--- src/logic/dlvt_consts.svh ---
// Offsets, field positions, reset values and timing counts of the limit and threshold registers.
`ifndef DLVT_CONSTS_SVH
`define DLVT_CONSTS_SVH
`define DLVT_ADDR_CHARGE_OPTION_FOUR 8'h36
`define DLVT_ADDR_VMIN_PROTECT       8'h37
`define DLVT_LIM2_MSB                5
`define DLVT_LIM2_LSB                3
`define DLVT_LIM2_RESET              3'h1
`define DLVT_PROFILE_BIT             2
`define DLVT_TRIG_BIT                1
`define DLVT_PASS_BIT                0
`define DLVT_BUS_TH_MSB              15
`define DLVT_BUS_TH_LSB              9
`define DLVT_BUS_TH_RESET            7'h00
`define DLVT_RSVD_BIT                8
`define DLVT_SYS_TH_MSB              7
`define DLVT_SYS_TH_LSB              2
`define DLVT_SYS_TH_RESET_1S         6'h00
`define DLVT_SYS_TH_RESET_MULTI      6'h1b
`define DLVT_SYS_TH_1S_MAX           6'h07
`define DLVT_FOLLOW_BIT              1
`define DLVT_SWAP_BIT                0
`define DLVT_DEGLITCH_NS             5000
`define DLVT_CLK_PERIOD_NS           20
`define DLVT_DEGLITCH_CYC            ((`DLVT_DEGLITCH_NS + `DLVT_CLK_PERIOD_NS - 1) / `DLVT_CLK_PERIOD_NS)
`endif

--- src/logic/dlvt_pkg.sv ---
// Types shared by the limit and threshold register block.
package dlvt_pkg;
    typedef struct packed {
        logic        valid;
        logic        write;
        logic [7:0]  addr;
        logic [15:0] wdata;
    } dlvt_req_t;
    typedef struct packed {
        logic        rvalid;
        logic [15:0] rdata;
    } dlvt_rsp_t;
    typedef enum logic [1:0] {
        DLVT_SYS_OK   = 2'b01,
        DLVT_SYS_LOW  = 2'b10
    } dlvt_sys_state_t;
endpackage : dlvt_pkg

--- src/logic/dlvt_regs.sv ---
// Second discharge limit and minimum-voltage protection registers with system-rail comparison.
//
// Contract
// - Second limit field bits 5:3, reset 001b.
// - Profile enable bit 2, read/write, reset 0.
// - Trigger flag bit 1 latched until read.
// - Bit 0 reports pass-through operation.
// - Bus threshold bits 15:9, 3.2V offset.
// - Bus threshold bits weigh 6400 down to 100mV.
// - Bus threshold resets to all zeros.
// - System status asserts when rail below threshold.
// - Comparison passes a 5 us deglitch filter.
// - System threshold 3.2V offset, 100mV steps.
// - Single cell caps threshold at code 000111b: xxx111b writes clamp, others above it are ignored.
// - System threshold reset depends on cell count.
// - Follow bit selects first system threshold instead.
// - Role swap forced low under high impedance.
`timescale 1ns/1ps
`default_nettype none
`include "dlvt_consts.svh"
module dlvt_regs (
    input  wire logic            sys_clk_in,
    input  wire logic            rst_in,
    input  wire dlvt_pkg::dlvt_req_t req_in,
    output var  dlvt_pkg::dlvt_rsp_t rsp_out,
    input  wire logic            single_cell_in,
    input  wire logic            limit_trigger_in,
    input  wire logic            passthrough_operation_in,
    input  wire logic            high_impedance_enable_in,
    input  wire logic [5:0]      first_system_threshold_in,
    input  wire logic [5:0]      system_rail_code_in,
    output logic [2:0]           second_discharge_limit_out,
    output logic                 second_limit_profile_enable_out,
    output logic [6:0]           input_bus_throttle_threshold_out,
    output logic [5:0]           system_rail_threshold_out,
    output logic                 role_swap_enable_out,
    output logic                 system_rail_status_out
);
    import dlvt_pkg::*;

    // ------------------------------------------------------------------
    // Input synchronisers
    // ------------------------------------------------------------------
    // Pins from the analogue side are asynchronous; codes are assumed to
    // be gray-stable while they move, so a plain two-stage capture serves.
    // A torn sample of the rail code lasts one cycle and cannot pass the deglitch count.
    logic [3:0] sync1_reg;
    logic [3:0] sync2_reg;
    logic [5:0] rail_s1_reg;
    logic [5:0] rail_s2_reg;
    always_ff @(posedge sys_clk_in or posedge rst_in) begin
        if (rst_in) begin
            sync1_reg   <= 4'h0;
            sync2_reg   <= 4'h0;
            rail_s1_reg <= 6'h3f;
            rail_s2_reg <= 6'h3f;
        end else begin
            sync1_reg   <= {single_cell_in, limit_trigger_in, passthrough_operation_in, high_impedance_enable_in};
            sync2_reg   <= sync1_reg;
            rail_s1_reg <= system_rail_code_in;
            rail_s2_reg <= rail_s1_reg;
        end
    end
    logic single_s;
    logic trig_s;
    logic pass_s;
    logic hiz_s;
    assign single_s = sync2_reg[3];
    assign trig_s   = sync2_reg[2];
    assign pass_s   = sync2_reg[1];
    assign hiz_s    = sync2_reg[0];

    // ------------------------------------------------------------------
    // Cell-count strap capture
    // ------------------------------------------------------------------
    // The cell-count reset value can only be applied after release, so the
    // threshold field is loaded once the synchronised strap has settled.
    logic [1:0] strap_cnt_reg;
    logic       strap_done_reg;
    always_ff @(posedge sys_clk_in or posedge rst_in) begin
        if (rst_in) begin
            strap_cnt_reg  <= 2'h0;
            strap_done_reg <= 1'b0;
        end else if (!strap_done_reg) begin
            strap_cnt_reg  <= strap_cnt_reg + 2'h1;
            strap_done_reg <= (strap_cnt_reg == 2'h3);
        end
    end

    // ------------------------------------------------------------------
    // Register access
    // ------------------------------------------------------------------
    logic wr_opt4;
    logic wr_vmin;
    logic rd_opt4;
    assign wr_opt4 = req_in.valid && req_in.write && (req_in.addr == `DLVT_ADDR_CHARGE_OPTION_FOUR);
    assign wr_vmin = req_in.valid && req_in.write && (req_in.addr == `DLVT_ADDR_VMIN_PROTECT);
    assign rd_opt4 = req_in.valid && !req_in.write && (req_in.addr == `DLVT_ADDR_CHARGE_OPTION_FOUR);

    logic [2:0] lim2_reg;
    logic       profile_reg;
    always_ff @(posedge sys_clk_in or posedge rst_in) begin
        if (rst_in) begin
            lim2_reg    <= `DLVT_LIM2_RESET;
            profile_reg <= 1'b0;
        end else if (wr_opt4) begin
            lim2_reg    <= req_in.wdata[`DLVT_LIM2_MSB:`DLVT_LIM2_LSB];
            profile_reg <= req_in.wdata[`DLVT_PROFILE_BIT];
        end
    end

    // Set beats clear: a trigger present during the read re-latches.
    // A read that meets a live trigger therefore leaves the flag set; it returns 1 only if the flag was already set before that edge.
    logic trig_flag_reg;
    always_ff @(posedge sys_clk_in or posedge rst_in) begin
        if (rst_in) begin
            trig_flag_reg <= 1'b0;
        end else if (trig_s) begin
            trig_flag_reg <= 1'b1;
        end else if (rd_opt4) begin
            trig_flag_reg <= 1'b0;
        end
    end

    logic [6:0] bus_th_reg;
    logic       rsvd_reg;
    logic [5:0] sys_th_reg;
    logic       follow_reg;
    logic       swap_reg;
    logic [5:0] sys_th_wr;
    always_comb begin
        sys_th_wr = req_in.wdata[`DLVT_SYS_TH_MSB:`DLVT_SYS_TH_LSB];
        if (single_s && (sys_th_wr[2:0] == 3'h7)) begin
            sys_th_wr = `DLVT_SYS_TH_1S_MAX;
        end
    end
    logic sys_th_wr_ok;
    assign sys_th_wr_ok = !single_s || (sys_th_wr <= `DLVT_SYS_TH_1S_MAX);

    always_ff @(posedge sys_clk_in or posedge rst_in) begin
        if (rst_in) begin
            bus_th_reg <= `DLVT_BUS_TH_RESET;
            rsvd_reg   <= 1'b0;
            sys_th_reg <= `DLVT_SYS_TH_RESET_1S;
            follow_reg <= 1'b0;
            swap_reg   <= 1'b0;
        end else if (!strap_done_reg) begin
            sys_th_reg <= single_s ? `DLVT_SYS_TH_RESET_1S : `DLVT_SYS_TH_RESET_MULTI;
        end else if (wr_vmin) begin
            bus_th_reg <= req_in.wdata[`DLVT_BUS_TH_MSB:`DLVT_BUS_TH_LSB];
            rsvd_reg   <= req_in.wdata[`DLVT_RSVD_BIT];
            if (sys_th_wr_ok) begin
                sys_th_reg <= sys_th_wr;
            end
            follow_reg <= req_in.wdata[`DLVT_FOLLOW_BIT];
            swap_reg   <= req_in.wdata[`DLVT_SWAP_BIT] && !hiz_s;
        end else if (hiz_s) begin
            swap_reg   <= 1'b0;
        end
    end

    // Read data is captured on the request edge, so the host sees the flag value from before
    // the clear that the same edge performs.
    always_ff @(posedge sys_clk_in or posedge rst_in) begin
        if (rst_in) begin
            rsp_out <= '0;
        end else begin
            rsp_out.rvalid <= req_in.valid && !req_in.write;
            if (req_in.valid && !req_in.write && req_in.addr == `DLVT_ADDR_CHARGE_OPTION_FOUR) begin
                rsp_out.rdata <= {10'h000, lim2_reg, profile_reg, trig_flag_reg, pass_s};
            end else if (req_in.valid && !req_in.write && req_in.addr == `DLVT_ADDR_VMIN_PROTECT) begin
                rsp_out.rdata <= {bus_th_reg, rsvd_reg, sys_th_reg, follow_reg, swap_reg};
            end else begin
                rsp_out.rdata <= 16'h0000;
            end
        end
    end

    // ------------------------------------------------------------------
    // System-rail comparison with deglitch
    // ------------------------------------------------------------------
    // The effective threshold is the follow source or the programmed code;
    // the rail code uses the same 3.2V offset and 100mV step scale.
    // The counter restarts on any clean sample, so only an unbroken run of low samples counts.
    logic [5:0] eff_th;
    assign eff_th = follow_reg ? first_system_threshold_in : sys_th_reg;
    logic below;
    assign below = rail_s2_reg < eff_th;

    localparam int DEG_CYC = `DLVT_DEGLITCH_CYC;
    logic [8:0]      deg_cnt_reg;
    dlvt_sys_state_t sys_state_reg;
    always_ff @(posedge sys_clk_in or posedge rst_in) begin
        if (rst_in) begin
            deg_cnt_reg   <= 9'h000;
            sys_state_reg <= DLVT_SYS_OK;
        end else begin
            unique case (sys_state_reg)
                DLVT_SYS_OK: begin
                    if (!below) begin
                        deg_cnt_reg <= 9'h000;
                    end else if (deg_cnt_reg == 9'(DEG_CYC - 1)) begin
                        deg_cnt_reg   <= 9'h000;
                        sys_state_reg <= DLVT_SYS_LOW;
                    end else begin
                        deg_cnt_reg <= deg_cnt_reg + 9'h001;
                    end
                end
                DLVT_SYS_LOW: begin
                    if (!below) begin
                        sys_state_reg <= DLVT_SYS_OK;
                    end
                end
            endcase
        end
    end

    // ------------------------------------------------------------------
    // Outputs
    // ------------------------------------------------------------------
    always_ff @(posedge sys_clk_in or posedge rst_in) begin
        if (rst_in) begin
            second_discharge_limit_out       <= `DLVT_LIM2_RESET;
            second_limit_profile_enable_out  <= 1'b0;
            input_bus_throttle_threshold_out <= `DLVT_BUS_TH_RESET;
            system_rail_threshold_out        <= `DLVT_SYS_TH_RESET_1S;
            role_swap_enable_out             <= 1'b0;
            system_rail_status_out           <= 1'b0;
        end else begin
            second_discharge_limit_out       <= lim2_reg;
            second_limit_profile_enable_out  <= profile_reg;
            input_bus_throttle_threshold_out <= bus_th_reg;
            system_rail_threshold_out        <= eff_th;
            role_swap_enable_out             <= swap_reg && !hiz_s;
            system_rail_status_out           <= (sys_state_reg == DLVT_SYS_LOW);
        end
    end

    // ------------------------------------------------------------------
    // Assertions
    // ------------------------------------------------------------------
    a_flag_sets: assert property (@(posedge sys_clk_in) disable iff (rst_in)
        trig_s |=> trig_flag_reg) else $error("trigger flag not set");
    a_flag_clears: assert property (@(posedge sys_clk_in) disable iff (rst_in)
        (rd_opt4 && !trig_s) |=> !trig_flag_reg) else $error("flag not cleared by read");
    a_flag_holds: assert property (@(posedge sys_clk_in) disable iff (rst_in)
        (trig_flag_reg && !rd_opt4) |=> trig_flag_reg) else $error("flag dropped without read");
    a_swap_hiz: assert property (@(posedge sys_clk_in) disable iff (rst_in)
        hiz_s |=> !role_swap_enable_out) else $error("swap on under high impedance");
    a_one_cell_clamp: assert property (@(posedge sys_clk_in) disable iff (rst_in)
        (strap_done_reg && single_s && $stable(single_s)) |-> sys_th_reg <= 6'h07)
        else $error("single cell threshold above clamp");
    a_lim2_write: assert property (@(posedge sys_clk_in) disable iff (rst_in)
        wr_opt4 |=> lim2_reg == $past(req_in.wdata[5:3])) else $error("limit write lost");
    a_bus_write: assert property (@(posedge sys_clk_in) disable iff (rst_in)
        (wr_vmin && strap_done_reg) |=> bus_th_reg == $past(req_in.wdata[15:9]))
        else $error("bus threshold write lost");
    a_deglitch_min: assert property (@(posedge sys_clk_in) disable iff (rst_in)
        $rose(sys_state_reg == DLVT_SYS_LOW) |-> $past(below, 250)) else $error("status before deglitch");
    a_status_out: assert property (@(posedge sys_clk_in) disable iff (rst_in)
        (sys_state_reg == DLVT_SYS_LOW) |=> system_rail_status_out) else $error("status not shown");
    a_profile_write: assert property (@(posedge sys_clk_in) disable iff (rst_in)
        wr_opt4 |=> profile_reg == $past(req_in.wdata[`DLVT_PROFILE_BIT]))
        else $error("profile write lost");
    a_limit_output: assert property (@(posedge sys_clk_in) disable iff (rst_in)
        wr_opt4 |=> ##1 second_discharge_limit_out == $past(req_in.wdata[`DLVT_LIM2_MSB:`DLVT_LIM2_LSB], 2))
        else $error("limit output lags write");
    a_flag_read_value: assert property (@(posedge sys_clk_in) disable iff (rst_in)
        rd_opt4 |=> rsp_out.rdata[`DLVT_TRIG_BIT] == $past(trig_flag_reg))
        else $error("flag read value wrong");
    a_pass_report: assert property (@(posedge sys_clk_in) disable iff (rst_in)
        rd_opt4 |=> rsp_out.rdata[`DLVT_PASS_BIT] == $past(pass_s))
        else $error("pass-through status wrong");
    a_strap_load: assert property (@(posedge sys_clk_in) disable iff (rst_in)
        !strap_done_reg |=> sys_th_reg == ($past(single_s) ? `DLVT_SYS_TH_RESET_1S : `DLVT_SYS_TH_RESET_MULTI))
        else $error("threshold reset value wrong");
    a_write_ignored: assert property (@(posedge sys_clk_in) disable iff (rst_in)
        (wr_vmin && strap_done_reg && !sys_th_wr_ok) |=> $stable(sys_th_reg))
        else $error("out of range threshold taken");
    a_follow_select: assert property (@(posedge sys_clk_in) disable iff (rst_in)
        follow_reg |=> system_rail_threshold_out == $past(first_system_threshold_in))
        else $error("follow source not used");
    a_count_restart: assert property (@(posedge sys_clk_in) disable iff (rst_in)
        (sys_state_reg == DLVT_SYS_OK && !below) |=> deg_cnt_reg == 9'h000)
        else $error("deglitch count not restarted");
    a_status_release: assert property (@(posedge sys_clk_in) disable iff (rst_in)
        (sys_state_reg == DLVT_SYS_LOW && !below) |=> sys_state_reg == DLVT_SYS_OK)
        else $error("status held after recovery");
    a_swap_forced: assert property (@(posedge sys_clk_in) disable iff (rst_in)
        hiz_s |=> !swap_reg)
        else $error("swap bit kept under high impedance");

    // ------------------------------------------------------------------
    // Cover points
    // ------------------------------------------------------------------
    c_flag_read: cover property (@(posedge sys_clk_in) trig_flag_reg && rd_opt4);
    c_rail_low: cover property (@(posedge sys_clk_in) sys_state_reg == DLVT_SYS_LOW);
    c_follow: cover property (@(posedge sys_clk_in) follow_reg && below);
    c_write_ignored: cover property (@(posedge sys_clk_in) wr_vmin && strap_done_reg && !sys_th_wr_ok);
    c_swap_forced: cover property (@(posedge sys_clk_in) hiz_s && swap_reg);
endmodule : dlvt_regs
`default_nettype wire

--- config.mk ---
export PLATFORM = sky130hd
export DESIGN_NAME = dlvt_regs
export DESIGN_NICKNAME = d
export VERILOG_FILES = /design/src/logic/dlvt_pkg.sv /design/src/logic/dlvt_regs.sv
export VERILOG_INCLUDE_DIRS = /design/src /design/src/logic
export SDC_FILE = /design/constraint.sdc
export NUM_CORES = 1
export LEC_CHECK = 0
export BUFFER_PORTS_ARGS = -buffer_cell sky130_fd_sc_hd__buf_2
export CAP_MARGIN = 25
export CORE_ASPECT_RATIO = 1.1
export CORE_MARGIN = 4
export CORE_UTILIZATION = 40
export CTS_CLUSTER_DIAMETER = 100
export DETAILED_ROUTE_END_ITERATION = 8
export HOLD_SLACK_MARGIN = 0.1
export MAX_ROUTING_LAYER = met4
export PLACE_DENSITY = 0.74
export SLEW_MARGIN = 20
export SYNTH_ARGS = -nofsm -noshare
export SYNTH_HDL_FRONTEND = slang
export SYNTH_SLANG_ARGS = --single-unit
--- constraint.sdc ---
create_clock -name sys_clk_in -period 3.7 [get_ports sys_clk_in]
set_input_delay 0.185 -clock sys_clk_in [delete_from_list [all_inputs] [get_ports sys_clk_in]]
set_output_delay 0.185 -clock sys_clk_in [all_outputs]
set_load 0.02 [all_outputs]
==> results.txt, run 1 <==
The run finished with clean final reports. The cell depth of the worst min-delay path is 3. The final critical path takes up 63.0% of the cycle. The area added between synthesis and finish came out at 29.6%. The ratio of total power to cell area came out at 429 nW/um2. The number of antenna cells inserted is 0. On the critical path, the stage with the largest delay is an instance of sky130_fd_sc_hd__dfrtp_1. The vias after detailed routing came out at approximately 2,300. The buffer depth of the longest clock path is 2. The signal on the critical path passes through mux2i_1, ha_1, and3_1, a221oi_2, nand3_2, o31ai_1. The initial antenna violation count is 0.

The post-route non-filler standard cell count came out at roughly 480. Of all nets on the critical path, the largest fanout is 8. The leftover overflow at the end of global routing is 0. The HPWL reported at the end of detailed placement came out at just under 5000 um. The synthesis-stage register bit count is a little over 90.

The floorplan step defined a core boundary enclosing 8360 um2. The area of the multi-input gates came out at 1050 um2. The number of global-route vias before repair came out at about 2,400.

The final antenna-violating net count is 0. The endpoint required time on the critical path is roughly 4000 ps. The proportion of synthesized area in mux cells is 6.50%. The number of fill cells in the layout is 720. Static timing analysis puts the maximum clock frequency at between 400 and 500 MHz. The critical path arrival is about 2600 ps. The max-slew headroom at the worst pin came out at between 50% and 60%. The reg2reg setup slack is 1370 ps.

The flip-flop count of the largest register after layout is 17. The chip height is 105 um. Grouping stages by cell kind, the critical path spends the most delay in compound AO/OA/AOI/OAI gates. The final-layout setup total negative slack is 0 ps. The post-synthesis area per instance is roughly 14 um2.

The number of cells on the worst reg-to-reg path is 6. Setup repair after global routing left no endpoint under its margin. Routability-driven placement finished with a final weighted congestion of roughly 0.91.

The worst register-to-register path begins at follow_reg. The number of rows in the core area is 35. The post-synthesis instance total came out at 250. Entering global routing, the biggest net connects 63 pins. For this design the static power due to leakage is roughly 2.2 nW. For this configuration, the core starts out at a cell density of 41.0%. The highest cell delay on the worst timing path came out at between 500 and 600 ps. The first-pass GRT wire length is around 12,000 um. The number of nets in the finished design is between 400 and 500. The H-tree depth is 3. The number of flops mapped to enable cells by yosys came out at 0. STA classifies the critical path startpoint as a flip-flop. Buffers inserted during clock tree synthesis total 9.

The xor and xnor area share after synthesis is under 10%. The max-cap check violation count is 0. The root buffer cell chosen for the clock tree is sky130_fd_sc_hd__clkbuf_8. The synthesized net count came out at slightly above 300. The average via count per standard cell came out at around 4.8.

The boundary pin count came out at 80. The die is about 96 um wide. The hold path endpoint is sys_th_reg[5]. The path class of the tightest hold or removal check is input port to flip-flop. The critical hold path startpoint is req_in[7]. The post-synthesis share of cell area spent on full adders, half adders and majority gates came out at under 10%.

The dominant combinational cell family by area after synthesis is simple AND/OR/NAND/NOR gates. The sequential standard cell area came out at 2300 um2. The worst ir drop on vdd is 0.187 mV. Of the total synthesized cell area, the portion taken by AND, OR, NAND and NOR gates is 11.0%. The synthesized netlist devotes between 8 and 9% of its cell area to compound gates. STA classifies the critical path endpoint as a flip-flop. The number of max-slew violations in the final report is 0. The share of the Yosys chip area taken by registers is 67.0%. Buffers placed on the I/O ports in this run total 79. The final setup skew came out at roughly 5.3 ps. The routed wire length per instance is 14.7 um.

Yosys mapped the design onto 46 distinct sky130hd cell types. In this run the critical register-to-register path is captured at deg_cnt_reg[1]. The number of buffer and inverter stages on the critical path is 0. The smallest hold slack is approximately 120 ps. The placed instance count came out at approximately 430. The post-synth design cell area is approximately 3400 um2.

After clock tree synthesis, the clock-pin slew on the worst setup and hold paths is approximately 90 ps. For this block, the initial DRC count from the detailed router was 89. The final critical-path required period is approximately 2300 ps.

The final count of hold timing violations is 0. Setup violations remaining at the end of the flow were counted as 0. The count of buffers added by post-CTS timing repair for setup is 0. For this run, the number of Yosys warnings is 0. Wires add up to about 7000 um.

The iteration count of the initial detailed-routing pass is 4. The total global routing track utilization came out at around 16%. TritonCTS built the clock tree. The transition time at the pin with the least slew margin came out at about 720 ps.

For this run, design rule violations remaining after detail routing come to 0. In the synthesized netlist the dominant register cell turns out to be sky130_fd_sc_hd__dfrtp_1. The clock latency on the worst-skew pair is 350 ps. The clock net sink count is between 90 and 100. The critical path class is flip-flop to flip-flop. The proportion of synthesized flip-flops having asynchronous set or reset is 100%. The die covers just over 10,000 um2. In the final layout, the share of cells above drive strength 1 is 36.9%.
==> repair_timing <==
action / in CTS / in global routing
hold endpoints to repair: 76 / 0
endpoints found under the setup margin: 0 / 0
hold buffers: 28 / 0
gates resized for setup: 0 / 0
==> metal layers <==
metal  track usage (%)  vias up  wire (um)
li1                  -     1098          -
met4              6.20        0        157
met2              25.3       49       3650
met3              4.10       15        323
met1              19.4     1147       2870
met5                 -        -          0
==> power breakdown <==
group,switching (W),internal (W),leakage (nW)
sequential,0.0000148,0.00103,1.17
combinational,0.0000670,0.0000615,0.924
clock,0.000337,0.000399,0.108
total,0.000419,0.00149,2.20
==> worst max path at each step <==
stage | from | end | slack [ps] | cells after the start
finish | follow_reg | deg_cnt_reg[1] | 1370 | 6
floorplan | rst_in | bus_th_reg[0] | 1180 | 1
global placement | follow_reg | deg_cnt_reg[1] | 1480 | 6
CTS | follow_reg | deg_cnt_reg[1] | 1370 | 6
global route | follow_reg | deg_cnt_reg[3] | 1170 | 6
detailed placement | follow_reg | deg_cnt_reg[1] | 1390 | 6
==> layout make-up <==
| class | count | area share (%) |
|---|---|---|
| Clock buffer | 10 | 3.10 |
| Inverter | 13 | 1.15 |
| Multi-Input combinational cell | 138 | 23.6 |
| Clock inverter | 6 | 2.00 |
| Tap cell | 111 | 3.13 |
| Timing Repair Buffer | 108 | 15.4 |
| Sequential cell | 91 | 51.7 |
==> kinds of logic (layout without fill, tap and decap cells) <==
group	after synthesis	count (layout)
flip-flops	91	91
AND/OR/NAND/NOR	60	60
AO/OA/AOI/OAI	44	44
buffers and inverters	21	137
multiplexers	20	20
adder cells (fa/ha/maj)	8	8
XOR/XNOR	6	6
==> metrics by stage <==
step	power, W	worst slack (ps)	util, %	instance area (um2)
2_1_floorplan	0.00112	1180	-	3430
3_3_place_gp	0.00116	1480	47.0	3940
3_5_place_dp	0.00117	1390	47.0	3940
4_1_cts	0.00193	1370	53.1	4440
5_1_grt	0.00200	1170	53.1	4440
6_report	0.00190	1370	53.1	4440
==> synthesized netlist by cell type (3+ instances only) <==
master                      n  area share (%)
sky130_fd_sc_hd__and3_1     3            0.55
sky130_fd_sc_hd__mux2_2    14             4.6
sky130_fd_sc_hd__nor2b_1    3            0.55
sky130_fd_sc_hd__clkbuf_1   6            0.66
sky130_fd_sc_hd__o22ai_1    3            0.55
sky130_fd_sc_hd__nand2_1    7            0.77
sky130_fd_sc_hd__and2_1    11             2.0
sky130_fd_sc_hd__nand4_1    5            0.91
sky130_fd_sc_hd__nor3_1     5            0.73
sky130_fd_sc_hd__o21ai_0    9             1.3
sky130_fd_sc_hd__a21o_1     3            0.66
sky130_fd_sc_hd__dfstp_2   15              12
sky130_fd_sc_hd__mux2i_1    5             1.5
sky130_fd_sc_hd__nor2_1     3            0.33
sky130_fd_sc_hd__ha_1       8             2.9
sky130_fd_sc_hd__inv_1     13             1.4
sky130_fd_sc_hd__xnor2_1    6             1.5
sky130_fd_sc_hd__dfrtp_1   76              55
sky130_fd_sc_hd__a22o_1     6             1.5
sky130_fd_sc_hd__nand3_1    7             1.0
sky130_fd_sc_hd__a21oi_1   11             1.6
==> cell usage in the layout, fill, tap and decap left out, drive strengths merged, types with 8 or more instances in the layout <==
cell         netlist  final
inv               13     13
dfstp             15     15
nand2              8      8
a21oi             11     11
dfrtp             76     76
mux2              15     15
buf                2     80
o21ai              9      9
ha                 8      8
dlygate4sd3        0     28
and2              11     11
clkbuf             6     10
nand3              8      8
==> worst register-to-register path, delay by kind of cell, from the launching register on <==
family | cells | cell delay [ps]
AO/OA/AOI/OAI | 2 | 610
flip-flops | 1 | 570
AND/OR/NAND/NOR | 2 | 450
multiplexers | 1 | 310
adder cells (fa/ha/maj) | 1 | 300
No activity file was read; power rests on OpenSTA's default activity.
==> inputs of run 2 (changes only) <==
--- a/config.mk
+++ b/config.mk
@@ -15,7 +15,7 @@
 export DETAILED_ROUTE_END_ITERATION = 8
 export HOLD_SLACK_MARGIN = 0.1
 export MAX_ROUTING_LAYER = met4
-export PLACE_DENSITY = 0.74
+export PLACE_DENSITY = 0.77
 export SLEW_MARGIN = 20
 export SYNTH_ARGS = -nofsm -noshare
 export SYNTH_HDL_FRONTEND = slang
==> constraint.sdc (replaced) <==
create_clock -name sys_clk_in -period 2.1 [get_ports sys_clk_in]
set_input_delay 0.105 -clock sys_clk_in [delete_from_list [all_inputs] [get_ports sys_clk_in]]
set_output_delay 0.105 -clock sys_clk_in [all_outputs]
set_load 0.02 [all_outputs]
==> results.txt, run 2 (synthesis results as in run 1) <==
The number of input and output port buffers inserted is slightly below 80. The average via count per standard cell came out at about 4.8. The sum of routed wire segments on met1 is approximately 3000 um. Setup repair after global routing could not meet its margin everywhere. The portion of the clock cycle consumed by the worst path in the final layout is a little over nine tenths. On the final layout, the worst clock skew is between 8 and 9 ps. The iteration count of the initial detailed-routing pass is 4.

The number of antenna cells inserted is 0. The final count of hold timing violations came out at 0. Max-cap violations in this run came to 0. The die width came out at between 90 and 100 um. The first-pass GRT wire length came out at 11,700 um.

The reg2reg setup slack is just under 90 ps. The cell sitting at the root of the clock tree is a sky130_fd_sc_hd__clkbuf_8. The total die area is 10,100 um2. The H-tree depth came out at 3. The area of all placed cells without fillers is ~4600 um2.

The clock latency on the worst-skew pair came out at ~340 ps. The number of max-slew violations in the final report came out at 0. The vias after detailed routing came out at 2,373. The number of rows in the core area is 35. The area added between synthesis and finish is 34.9%.

The post-route non-filler standard cell count came out at roughly 500. The highest cell delay on the worst timing path is 460 ps. The total wirelength of the detailed-routed design came out at approximately 7200 um.

For this design, the slowest cell found on the critical path is sky130_fd_sc_hd__dfrtp_2. The transition time at the pin with the least slew margin is approximately 570 ps. TritonCTS built the clock tree.

The initial utilization of the core area, before any placement, comes to between 40% and 50%. The placed instance count came out at approximately 440. The clock network is responsible for 35.4% of the overall power. The net switching power figure came out at 0.000738 W. In this run the power density over the cells is 706 nW/um2. The max-slew headroom at the worst pin came out at around 62%. Detailed routing placed a total of ~3700 um of wire on met2. The HPWL reported at the end of detailed placement came out at 4860 um.

The post-detailed-route DRC marker count came out at 0. The number of design-rule violations left by the first detailed-router iteration is around 170. The worst register-to-register path ends at deg_cnt_reg[1]. The final critical-path required period came out at between 2000 and 2500 ps. The final count of negative-setup-slack endpoints is 0. The buffer depth of the longest clock path came out at 2. Summed over all nets, wire length on met3 after detailed routing comes to roughly 340 um. The register with the most flip-flops in the layout has 17 of them. Traced cell by cell, the critical path runs through buf_4, mux2i_4, ha_2, o21ai_2, a211o_1, nand3_4, o31ai_2. The worst hold path begins at req_in[19]. The total global routing track utilization is 15.6%. The chip height is 105 um. The top cell types in the final layout, fill and taps aside, are sky130_fd_sc_hd__buf_2, sky130_fd_sc_hd__dfrtp_1, sky130_fd_sc_hd__dlygate4sd3_1.

The routed wire length per instance came out at approximately 15 um. Counting the fill cells in the layout gives slightly below 700. The endpoint required time on the critical path is approximately 2400 ps.

The library cell used most frequently in the layout, excluding fill and tap cells, is sky130_fd_sc_hd__buf_2. The worst hold path was traced through 5 stages. The total leakage power is between 2 and 2.5 nW. The internal power consumption came out at 0.00252 W.

The logic gate share of total power came out at under 10%. In the final design database the tool counted approximately 430 nets. The flow ran to the end, and the final reports show no timing, DRC or antenna violations.

Clock-pin slew was measured on the worst setup and hold paths at ~90 ps. The worst ir drop on vdd is about 0.36 mV. The number of global-route vias before repair came out at between 2,000 and 2,500. The clock buffer count from CTS came out at 9. The switching part of the total came out at between 20% and 30%. After detailed routing, no signal wire sits above met4. The cell depth of the worst flop-to-flop path is 7. The fraction of layout instances using a drive strength above 1 came out at between 30% and 40%.

The core area came out at between 8000 and 9000 um2. The critical path class is flip-flop to flip-flop. The boundary pin count came out at 80. The clock net sink count is 91. STA puts the critical path data arrival time at between 2000 and 2500 ps. The maximum clock frequency is a little under 500 MHz.

The placed cell area is between 3000 and 4000 um2. The type of the most critical hold path is input port to flip-flop. The final-layout setup total negative slack is 0 ps. The total design power came out at 0.00326 W. The hold path endpoint is trig_flag_reg. The critical path capture point type is a flip-flop. The leftover overflow at the end of global routing is 0. STA classifies the critical path startpoint as a flip-flop. The initial antenna violation count came to 0.

The worst register-to-register path begins at follow_reg. The weighted congestion at the end of routability-driven global placement is ~0.85. The largest net degree at the start of global routing is 90. Sequential cells burn a little under three fifths of the power. The detail route stage leaves a number of antenna-violating nets equal to 0. The largest fanout of any net on the critical path is 8.
## run 2: final cells by class
type                    instances  area, um2  area share, %
repair buffers                122        821           17.8
clock buffers                  11        141           3.06
multi-input cells             138       1120           24.2
well taps                     111        139           3.00
inverters                      13       52.6           1.14
flip-flops and latches         91       2300           49.7
clock inverters                 5       52.6           1.14
## run 2: worst max path at each step
| stage | start | end | slack [ps] |
|---|---|---|---|
| after floorplan | follow_reg | deg_cnt_reg[1] | 110 |
| after global placement | follow_reg | deg_cnt_reg[1] | 80 |
| after detailed placement | follow_reg | deg_cnt_reg[1] | -100 |
| after CTS | follow_reg | deg_cnt_reg[1] | 0.04 |
| after global routing | follow_reg | deg_cnt_reg[2] | -30 |
| final | follow_reg | deg_cnt_reg[1] | 90 |
## run 2: power groups by stage
stage | registers [W] | logic [W] | clock network (W)
after floorplan | 0.00187 | 0.0000941 | 0
after global placement | 0.00187 | 0.000192 | 0
after detailed placement | 0.00187 | 0.000198 | 0
after CTS | 0.00183 | 0.000250 | 0.00120
after global routing | 0.00184 | 0.000301 | 0.00128
final | 0.00184 | 0.000271 | 0.00116
## run 2: through the flow
stage | setup WS, ps | util, % | hold WS [ps]
6_report | 88.0 | 55.3 | 189
3_3_place_gp | 81.3 | 47.8 | 169
2_1_floorplan | 114 | - | 109
4_1_cts | 0.0404 | 54.4 | 108
3_5_place_dp | -96.9 | 47.8 | 175
5_1_grt | -31.6 | 55.3 | 208
## run 2: worst max-delay path, delay by kind of cell, from the launching register on
kind            cells  cell delay (ps)
compound gates      3              580
buf+inv             1              180
fa+ha+maj           1              300
mux                 1              240
simple gates        1              150
flops               1              460
## run 2: layer usage
metal	vias to the layer above	global-route usage, %
met1	1172	19.6
met4	0	5.69
met3	15	4.18
li1	1130	-
met2	56	24.2
met5	-	-
## run 2: what timing repair did
item                                    4_1_cts  5_1_grt
resized for setup                             2       13
endpoints found under the setup margin        9       11
pin swaps                                     0        7
hold buffers                                 35        1
hold endpoints to repair                    114        1
setup buffers                                 0        0
